[src/acsd_consts.vh]
// constants for the sample clock divider block: register map, fields, reset values, timing
// Functional notes
// - the sampling clock comes from the nyquist input or the rf input, chosen by a register, nyquist after reset.
// - with the rf input chosen, its clock is first divided by a fixed four in a predivider.
// - a programmable integer divider with ratios 1 to 8 follows, set by its own register and shared by both paths.
// - any ratio other than one turns the duty cycle stabilizer on, whatever its own enable says.
// - two bits of the resync register choose resync on every sysref or only on the first one after a write.
// - a qualifying sysref returns the divider count to its initial state so several parts sample together.
// - with the stabilizer active and locked the falling edge is regenerated at half period; the rising edge stays.
// - the stabilizer loop does not work for slow clocks; there the output keeps the raw divided duty cycle (the input duty at ratio one).
// - while the loop is unlocked the stabilizer is bypassed and the raw duty cycle passes through.
// - each sample is taken at the rising edge of the internal divided clock.
`ifndef ACSD_CONSTS_VH
`define ACSD_CONSTS_VH

// register indices; byte address is four times the index
`define ACSD_IDX_DIV_RATIO   8'h08
`define ACSD_IDX_CLK_SRC     8'h09
`define ACSD_IDX_RESYNC      8'h3a
`define ACSD_IDX_STATUS      8'h40

// field positions
`define ACSD_DIV_LSB         0
`define ACSD_DIV_MSB         2
`define ACSD_SRC_RF_BIT      0
`define ACSD_SRC_DCS_EN_BIT  1
`define ACSD_RS_EVERY_BIT    1
`define ACSD_RS_FIRST_BIT    2

// reset values
`define ACSD_DIV_RST         3'h0
`define ACSD_SRC_RST         2'h2
`define ACSD_RS_RST          2'h0

// fixed rf predivider last count (divide by four)
`define ACSD_PREDIV_LAST     2'h3

// axi responses
`define ACSD_RESP_OKAY       2'h0
`define ACSD_RESP_SLVERR     2'h2

// stabilizer loop: periods to lock, largest period in aclk cycles it can handle
`define ACSD_LOCK_PERIODS    4
`define ACSD_LOOP_MAX_PERIOD 32

`endif

[src/acsd_top.v]
// sample clock source select, rf predivider, 1 to 8 divider, sysref resync and duty cycle stabilizer
`timescale 1ns/1ps
`include "acsd_consts.vh"

module acsd_top #(
	parameter LOCK_PERIODS    = `ACSD_LOCK_PERIODS,
	parameter LOOP_MAX_PERIOD = `ACSD_LOOP_MAX_PERIOD
) (
	// clock and reset
	input  wire        aclk,
	input  wire        aresetn,
	// axi4-lite write address and data
	input  wire [31:0] s_axi_awaddr,
	input  wire        s_axi_awvalid,
	output reg         s_axi_awready,
	input  wire [31:0] s_axi_wdata,
	input  wire [3:0]  s_axi_wstrb,
	input  wire        s_axi_wvalid,
	output reg         s_axi_wready,
	// axi4-lite write response
	output reg  [1:0]  s_axi_bresp,
	output reg         s_axi_bvalid,
	input  wire        s_axi_bready,
	// axi4-lite read
	input  wire [31:0] s_axi_araddr,
	input  wire        s_axi_arvalid,
	output reg         s_axi_arready,
	output reg  [31:0] s_axi_rdata,
	output reg  [1:0]  s_axi_rresp,
	output reg         s_axi_rvalid,
	input  wire        s_axi_rready,
	// clock pins and sysref, asynchronous to aclk
	input  wire        nyquist_clk_in,
	input  wire        high_frequency_clock_input,
	input  wire        sysref_in,
	// internal sampling clock
	output reg         sample_clk_q,
	output reg         sample_strobe_q,
	output reg         dcs_locked_q
);

	// register state
	reg  [2:0]  div_ratio_q;
	reg  [1:0]  clk_src_q;
	reg  [1:0]  resync_q;
	reg         oneshot_armed_q;

	// synchronisers: bit 0 nyquist pin, bit 1 rf pin, bit 2 sysref
	reg  [2:0]  sync1_q;
	reg  [2:0]  sync2_q;
	reg  [2:0]  sync3_q;

	// divider state
	reg  [1:0]  prediv_q;
	reg         prediv_lvl_q;
	reg  [2:0]  div_cnt_q;
	reg         raw_div_q;

	// stabilizer state
	reg  [7:0]  period_cnt_q;
	reg  [7:0]  last_period_q;
	reg  [3:0]  match_cnt_q;
	reg         dcs_lvl_q;

	// helper combinational signals
	wire        nyq_rise;
	wire        nyq_fall;
	wire        rf_rise;
	wire        sysref_rise;
	wire        prediv_rise;
	wire        src_rise;
	wire        src_lvl;
	wire        resync_hit;
	wire        div_rise;
	wire        dcs_on;
	wire        loop_ok;
	wire        dcs_active;
	wire [2:0]  half_cnt;
	wire [7:0]  half_period;
	wire [7:0]  period_diff;
	wire        wr_fire;
	wire        rd_fire;
	wire [7:0]  wr_idx;
	wire [7:0]  rd_idx;
	wire        wr_hit;
	reg  [31:0] rd_data;
	reg         rd_hit;
	reg         raw_div_d;
	reg         sample_clk_d;

	// edges come from the second and third flops only; the first is metastability guard
	assign nyq_rise    = sync2_q[0] & ~sync3_q[0];
	assign nyq_fall    = ~sync2_q[0] & sync3_q[0];
	assign rf_rise     = sync2_q[1] & ~sync3_q[1];
	assign sysref_rise = sync2_q[2] & ~sync3_q[2];

	// fixed divide by four on the rf path
	assign prediv_rise = rf_rise && (prediv_q == `ACSD_PREDIV_LAST);

	// source select, nyquist after reset
	assign src_rise = clk_src_q[`ACSD_SRC_RF_BIT] ? prediv_rise : nyq_rise;
	assign src_lvl  = clk_src_q[`ACSD_SRC_RF_BIT] ? prediv_lvl_q : sync2_q[0];

	// sysref qualifies always in every mode, or once while armed in first mode
	assign resync_hit = sysref_rise &&
		(resync_q[0] || (resync_q[1] && oneshot_armed_q));

	// divided rising edge at count wrap; ratio field holds ratio minus one
	assign div_rise = src_rise && (div_cnt_q == div_ratio_q) && !resync_hit;
	assign half_cnt = {1'b0, div_ratio_q[2:1]} + {2'b00, div_ratio_q[0]};

	// stabilizer forced on for any ratio other than one
	assign dcs_on      = clk_src_q[`ACSD_SRC_DCS_EN_BIT] || (div_ratio_q != 3'h0);
	assign loop_ok     = (last_period_q != 8'h00) && (last_period_q <= LOOP_MAX_PERIOD);
	assign dcs_active  = dcs_on && dcs_locked_q && loop_ok;
	assign half_period = {1'b0, last_period_q[7:1]};
	assign period_diff = (period_cnt_q > last_period_q) ? (period_cnt_q - last_period_q)
		: (last_period_q - period_cnt_q);

	// bus decode
	assign wr_fire = s_axi_awvalid && s_axi_wvalid && !s_axi_awready && !s_axi_bvalid;
	assign rd_fire = s_axi_arvalid && !s_axi_arready && !s_axi_rvalid;
	assign wr_idx  = s_axi_awaddr[9:2];
	assign rd_idx  = s_axi_araddr[9:2];
	assign wr_hit  = (s_axi_awaddr[1:0] == 2'h0) && (s_axi_awaddr[31:10] == 22'h000000) &&
		((wr_idx == `ACSD_IDX_DIV_RATIO) || (wr_idx == `ACSD_IDX_CLK_SRC) ||
		(wr_idx == `ACSD_IDX_RESYNC) || (wr_idx == `ACSD_IDX_STATUS));

	// read mux; narrow registers sit in the low bits, resync at bits 2 and 1
	always @* begin
		rd_data = 32'h00000000;
		rd_hit  = (s_axi_araddr[1:0] == 2'h0) && (s_axi_araddr[31:10] == 22'h000000);
		case (rd_idx)
			`ACSD_IDX_DIV_RATIO: rd_data[2:0] = div_ratio_q;
			`ACSD_IDX_CLK_SRC:   rd_data[1:0] = clk_src_q;
			`ACSD_IDX_RESYNC:    rd_data[2:1] = resync_q;
			`ACSD_IDX_STATUS:    rd_data[3:0] = {oneshot_armed_q, sample_clk_q, dcs_active, dcs_locked_q};
			default:             rd_hit       = 1'b0;
		endcase
	end

	// raw divided clock: ratio one passes the source duty, else high for half the count
	always @* begin
		raw_div_d = raw_div_q;
		if (resync_hit) begin
			raw_div_d = 1'b0;
		end else if (div_rise) begin
			raw_div_d = 1'b1;
		end else if (div_ratio_q == 3'h0) begin
			raw_div_d = src_lvl;
		end else if (src_rise && (div_cnt_q == half_cnt - 3'h1)) begin
			raw_div_d = 1'b0;
		end
	end

	// output clock: rises only at a divided edge, so every rise has its strobe
	always @* begin
		if (!sample_clk_q) begin
			sample_clk_d = div_rise;
		end else if (div_rise) begin
			sample_clk_d = 1'b0; // a high still standing after a period shortened is dropped, the next rise is clean
		end else if (dcs_active) begin
			sample_clk_d = dcs_lvl_q;
		end else begin
			sample_clk_d = raw_div_d;
		end
	end

	// pin synchronisers
	always @(posedge aclk) begin
		if (!aresetn) begin
			sync1_q <= 3'h0;
			sync2_q <= 3'h0;
			sync3_q <= 3'h0;
		end else begin
			sync1_q <= {sysref_in, high_frequency_clock_input, nyquist_clk_in};
			sync2_q <= sync1_q;
			sync3_q <= sync2_q;
		end
	end

	// register writes; a write to the resync register re-arms the one-shot
	always @(posedge aclk) begin
		if (!aresetn) begin
			div_ratio_q     <= `ACSD_DIV_RST;
			clk_src_q       <= `ACSD_SRC_RST;
			resync_q        <= `ACSD_RS_RST;
			oneshot_armed_q <= 1'b0;
		end else begin
			if (wr_fire && wr_hit && s_axi_wstrb[0] && (wr_idx == `ACSD_IDX_DIV_RATIO)) begin
				div_ratio_q <= s_axi_wdata[`ACSD_DIV_MSB:`ACSD_DIV_LSB];
			end
			if (wr_fire && wr_hit && s_axi_wstrb[0] && (wr_idx == `ACSD_IDX_CLK_SRC)) begin
				clk_src_q <= s_axi_wdata[1:0];
			end
			// a sysref that lands with the write is consumed before the re-arm takes over
			if (wr_fire && wr_hit && s_axi_wstrb[0] && (wr_idx == `ACSD_IDX_RESYNC)) begin
				resync_q        <= {s_axi_wdata[`ACSD_RS_FIRST_BIT], s_axi_wdata[`ACSD_RS_EVERY_BIT]};
				oneshot_armed_q <= 1'b1;
			end else if (resync_hit) begin
				oneshot_armed_q <= 1'b0;
			end
		end
	end

	// axi write channel: address and data taken together, response the next cycle
	always @(posedge aclk) begin
		if (!aresetn) begin
			s_axi_awready <= 1'b0;
			s_axi_wready  <= 1'b0;
			s_axi_bvalid  <= 1'b0;
			s_axi_bresp   <= `ACSD_RESP_OKAY;
		end else begin
			s_axi_awready <= wr_fire;
			s_axi_wready  <= wr_fire;
			if (wr_fire) begin
				s_axi_bresp <= wr_hit ? `ACSD_RESP_OKAY : `ACSD_RESP_SLVERR;
			end
			if (s_axi_awready) begin
				s_axi_bvalid <= 1'b1;
			end else if (s_axi_bready) begin
				s_axi_bvalid <= 1'b0;
			end
		end
	end

	// axi read channel
	always @(posedge aclk) begin
		if (!aresetn) begin
			s_axi_arready <= 1'b0;
			s_axi_rvalid  <= 1'b0;
			s_axi_rdata   <= 32'h00000000;
			s_axi_rresp   <= `ACSD_RESP_OKAY;
		end else begin
			s_axi_arready <= rd_fire;
			if (rd_fire) begin
				s_axi_rdata <= rd_data;
				s_axi_rresp <= rd_hit ? `ACSD_RESP_OKAY : `ACSD_RESP_SLVERR;
			end
			if (s_axi_arready) begin
				s_axi_rvalid <= 1'b1;
			end else if (s_axi_rready) begin
				s_axi_rvalid <= 1'b0;
			end
		end
	end

	// predivider and divider counters; resync puts both at their initial state
	always @(posedge aclk) begin
		if (!aresetn) begin
			prediv_q     <= 2'h0;
			prediv_lvl_q <= 1'b0;
			div_cnt_q    <= 3'h0;
			raw_div_q    <= 1'b0;
		end else begin
			raw_div_q <= raw_div_d;
			if (resync_hit) begin
				prediv_q     <= 2'h0;
				prediv_lvl_q <= 1'b0;
				div_cnt_q    <= 3'h0;
			end else begin
				if (rf_rise) begin
					prediv_q     <= prediv_q + 2'h1;
					prediv_lvl_q <= (prediv_q == `ACSD_PREDIV_LAST) || (prediv_q == 2'h0);
				end
				if (src_rise) begin
					div_cnt_q <= (div_cnt_q >= div_ratio_q) ? 3'h0 : div_cnt_q + 3'h1;
				end
			end
		end
	end

	// period measure and lock: lock after a run of stable periods, drop on a jump of more than one cycle
	always @(posedge aclk) begin
		if (!aresetn) begin
			period_cnt_q  <= 8'h00;
			last_period_q <= 8'h00;
			match_cnt_q   <= 4'h0;
			dcs_locked_q  <= 1'b0;
		end else if (div_rise) begin
			period_cnt_q  <= 8'h01;
			last_period_q <= period_cnt_q;
			// a period beyond the loop limit never counts towards lock
			if ((period_diff <= 8'h01) && (period_cnt_q <= LOOP_MAX_PERIOD)) begin
				if (match_cnt_q < LOCK_PERIODS) begin
					match_cnt_q <= match_cnt_q + 4'h1;
				end
				dcs_locked_q <= (match_cnt_q >= LOCK_PERIODS - 1);
			end else begin
				match_cnt_q  <= 4'h0; // frequency moved, loop relocks
				dcs_locked_q <= 1'b0;
			end
		end else if (period_cnt_q != 8'hff) begin
			period_cnt_q <= period_cnt_q + 8'h01;
		end else begin
			match_cnt_q  <= 4'h0; // clock stopped or too slow for the loop
			dcs_locked_q <= 1'b0;
		end
	end

	// regenerated half-period level and the sample outputs
	always @(posedge aclk) begin
		if (!aresetn) begin
			dcs_lvl_q       <= 1'b0;
			sample_clk_q    <= 1'b0;
			sample_strobe_q <= 1'b0;
		end else begin
			if (div_rise) begin
				dcs_lvl_q <= 1'b1;
			end else if (period_cnt_q >= half_period - 8'h01) begin
				dcs_lvl_q <= 1'b0; // one early: the output flop adds a cycle
			end
			sample_clk_q    <= sample_clk_d;
			sample_strobe_q <= div_rise && !sample_clk_q;
		end
	end

endmodule

[config.mk]
export PLATFORM = sky130hd
export DESIGN_NAME = acsd_top
export DESIGN_NICKNAME = d
export VERILOG_FILES = /design/src/acsd_top.v
export VERILOG_INCLUDE_DIRS = /design/src
export SDC_FILE = /design/constraint.sdc
export NUM_CORES = 1
export LEC_CHECK = 0
export ABC_AREA = 0
export BUFFER_PORTS_ARGS = -buffer_cell sky130_fd_sc_hd__buf_2
export CORE_UTILIZATION = 35
export DETAILED_ROUTE_END_ITERATION = 10
export SETUP_SLACK_MARGIN = 0.02
export SYNTH_ARGS = -nofsm -noshare
export SYNTH_HDL_FRONTEND = slang
export SYNTH_SLANG_ARGS = --single-unit
[constraint.sdc]
create_clock -name aclk -period 3.5 [get_ports aclk]
set_input_delay 0.175 -clock aclk [delete_from_list [all_inputs] [get_ports aclk]]
set_output_delay 0.175 -clock aclk [all_outputs]
set_load 0.02 [all_outputs]
==> results by group <==
Route
  – DRT Wirelength: between 9000 and 10000 um
  – Drt wl/cell: 13.2 um
  – Detailed Route Iter0 Violations: 93
  – Vias: 3564
  – DRT antenna net count: 0
  – DRC viols: 0
  – Vias per std cell: 5.01
  – First drt pass iteration count: 4

Setup path
  – Worst r2r src: period_cnt_q[6]$_SDFFE_PP0P_
  – Critical path arrival: 3.24 ns
  – CP Capture Type: flop
  – Critical path class: flop to flop
  – Startpoint types: flop
  – CP startpoint: period_cnt_q[6]$_SDFFE_PP0P_
  – FF-to-FF End: dcs_locked_q$_SDFFE_PN0P_
  – R2R Setup Slk: 0.51 ns
  – Worst reg2reg path depth: 10
  – Req. time, crit path: about 3.8 ns
  – Crit-path max FO: 12
  – CP Capture Point: dcs_locked_q$_SDFFE_PN0P_

Layout
  – Fill cells: 1075
  – Share of cells above drive strength 1: 0.203
  – Final instance area: around 4800 um^2
  – Multi-input gate area: 2490 um^2
  – Final cell count without fillers: 712
  – # diodes: 0
  – Area grow syn2layout: 20.3%
  – FF+latch area: 1160 um^2
  – Util after Layout: 0.435
  – Final net count: 713

Clock network
  – CTS tree: built
  – Num CTS Buffers: 9
  – H-tree lvl count: 3
  – Post-cts sizing count: 0
  – Post-CTS Setup Repair Bufs: 0
  – Clock Path Buffers: 2
  – CTS Hold Buffers Added: 0
  – CTS Sinks: 58
  – Root Buffer: clkbuf_16
  – Clock transition at path regs: roughly 0.05 ns
  – Insertion delay to the later sink of the worst-skew pair: 0.33 ns

Placement
  – Post-placement cell area: 4410 um^2
  – Dpl hpwl: 7470 um
  – Placed Cells incl. Taps: between 600 and 700
  – Final Wtd Congestion: 0.846
  – Port bufs: 91

GRT
  – Met2 GRT Util: 0.305
  – Met1 Use GR: 0.195
  – First-pass GRT wire length: 15600 um
  – Initial antenna violation count: 0
  – Most Crowded Layer GR: met2
  – Largest net degree at the start of global routing: 50
  – GR met3 Demand/Resource: 0.0386
  – Grt total ovfl: 0
  – Overall routing resource usage: 0.172
  – Number of global-route vias before repair: 3445

Logic synthesis
  – Synth Flop Type: dfxtp_1
  – Gate Count Post-Synth: 480
  – Post-synth EDFFs: 0
  – Top post-synthesis cells by area: dfxtp_1 29%, ha_1 11%, buf_4 6.3%, nand2_1 4.5%, mux2i_1 3.8%
  – Count of different cell masters after synthesis: 66
  – Ys Warns: 0
  – Mapped cell area: 3950 um^2
  – Synth area leader: dfxtp_1
  – Syn avg cell area: 8.24 um^2
  – Register bit count reported by yosys: 58
  – Top cells by count, synth: 58 x dfxtp_1, 47 x nand2_1, 34 x ha_1
  – Top-count cell post-synth: dfxtp_1
  – Sequential area share after synthesis: 0.294
  – Post-synthesis async set-or-reset flop share: 0
  – Synth top area share: 0.294

Timing
  – Unrepaired setup endpoints after global routing: no
  – Setup Total Neg Slack: 0 ns
  – Slew Viols, Final: 0
  – Fin crit period: 2.99 ns
  – Clk_skew: a little under 0.007 ns
  – F_max: 0.335 GHz
  – Final hold violation count: 0
  – Worst hold margin: 0.0507 ns
  – Final setup viols: 0
  – Fin crit share: 0.854
  – Max-slew headroom: 0.448
  – Slew @ Worst Pin: between 0.8 and 0.9 ns

Job
  – MaxCap Viol Count: 0

Floorplanning
  – Initial Utilization: 0.362
  – Die W: approximately 110 um
  – Row count: 38
  – Die Height: 108 um
  – Core area: 10900 um^2
  – Top Ports: 154
  – Die ar.: 11700 um^2

Power and ir drop
  – Pint: 0.00151 W
  – P per Cell Area: 415 nW/um^2
  – Clk pwr share: 0.515
  – Psw: 0.000469 W
  – Peak VDD IR: between 200 and 300 uV
  – Sw Share: 0.237
  – Pleak: 2.17 nW
  – Sequential Power Share: 0.351
  – Combinational Power Share: 0.133

Outcome
  – Status: complete, no violations

Min path
  – Hold depth: 2
  – Min-delay worst type: primary input to flop
how the worst min path moves through the flow:
stage	slack (ns)	endpoint	startpoint
2_1_floorplan	0.30	clk_src_q[1]$_SDFFE_PN1P_	s_axi_wdata[1]
3_3_place_gp	0.38	sync1_q[1]$_SDFF_PN0_	high_frequency_clock_input
3_5_place_dp	0.39	sync1_q[1]$_SDFF_PN0_	high_frequency_clock_input
4_1_cts	0.04	sync1_q[1]$_SDFF_PN0_	high_frequency_clock_input
5_1_grt	0.04	sync1_q[1]$_SDFF_PN0_	high_frequency_clock_input
6_report	0.05	sync1_q[1]$_SDFF_PN0_	high_frequency_clock_input
critical path, cell delays in order, from the launching register on:
cell and delay [ns]:
dfxtp_1 0.52, inv_1 0.09, ha_1 0.51, and2b_1 0.24, a2111oi_2 0.35, o2111ai_1 0.21
nor4_2 0.34, nand2_1 0.11, o211ai_2 0.27, o31ai_1 0.12, a21boi_1 0.16
per-stage QoR:
stage | power [W] | worst slack (ns)
6_report | 0.00198 | 0.512
5_1_grt | 0.00206 | 0.262
4_1_cts | 0.00200 | 0.522
3_5_place_dp | 0.000971 | 0.552
3_3_place_gp | 0.000964 | 0.670
2_1_floorplan | 0.000904 | 1.04
cells by family (layout without fill, tap and decap cells):
group	count (synthesis)	in the layout	share of synthesized area
and+or+nand+nor	188	188	0.254
AOI/OAI and AO/OA	90	90	0.155
buffers and inverters	75	138	0.103
DFF	58	58	0.294
adders and majority gates	36	36	0.118
xor gates and xnor gates	17	17	0.0377
muxes	15	15	0.0380
other	1	30	0.000948
cell type report:
type,count,area share
clock buffer,10,0.0502
clock inverter,6,0.0239
inverter,30,0.0237
multi-input combinational,376,0.524
sequential,58,0.244
tap,140,0.0368
timing repair buffer,92,0.0973
power groups by stage:
stage	registers, W	clock network (W)	logic, W
6_report	0.000694	0.00102	0.000263
5_1_grt	0.000696	0.00107	0.000292
4_1_cts	0.000694	0.00104	0.000264
3_5_place_dp	0.000708	0	0.000263
3_3_place_gp	0.000707	0	0.000257
2_1_floorplan	0.000715	0	0.000189
flip-flops by register name (all words and copies together) (netlist names), 3 cells and up:
signal	cells
div_ratio_q	3
sync1_q	3
sync2_q	3
sync3_q	3
s_axi_rdata	4
period_cnt_q	8
last_period_q	8
div_cnt_q	3
match_cnt_q	4
cells in the final DEF (no fill, tap or decap), types with 2 or more instances in the layout:
cell type / n
buf_2: 91
dfxtp_1: 58
nand2_1: 47
ha_1: 34
nor2_1: 32
inv_1: 30
conb_1: 30
a21oi_1: 20
nor2b_1: 19
xnor2_1: 16
nor4_1: 16
o21ai_0: 15
mux2i_1: 15
a21boi_0: 12
nand3_1: 11
and2_1: 11
nor3_1: 9
a21o_1: 9
clkbuf_16: 9
nand2b_1: 8
nand4_1: 8
and3_1: 5
o2111ai_1: 4
a211oi_1: 3
a31oi_1: 3
nor3b_1: 3
bufinv_16: 3
o22ai_1: 2
o211ai_1: 2
and3b_1: 2
nand4b_1: 2
o221ai_1: 2
and4_1: 2
o21a_1: 2
fa_1: 2
clkinvlp_4: 2
metal layers:
metal / vias up / share of wire
met5: - / 0
met4: 0 / 0.033
met3: 20 / 0.045
met2: 120 / 0.48
met1: 1622 / 0.44
li1: 1802 / -
Note: power is estimated with default switching activity, not from simulation.
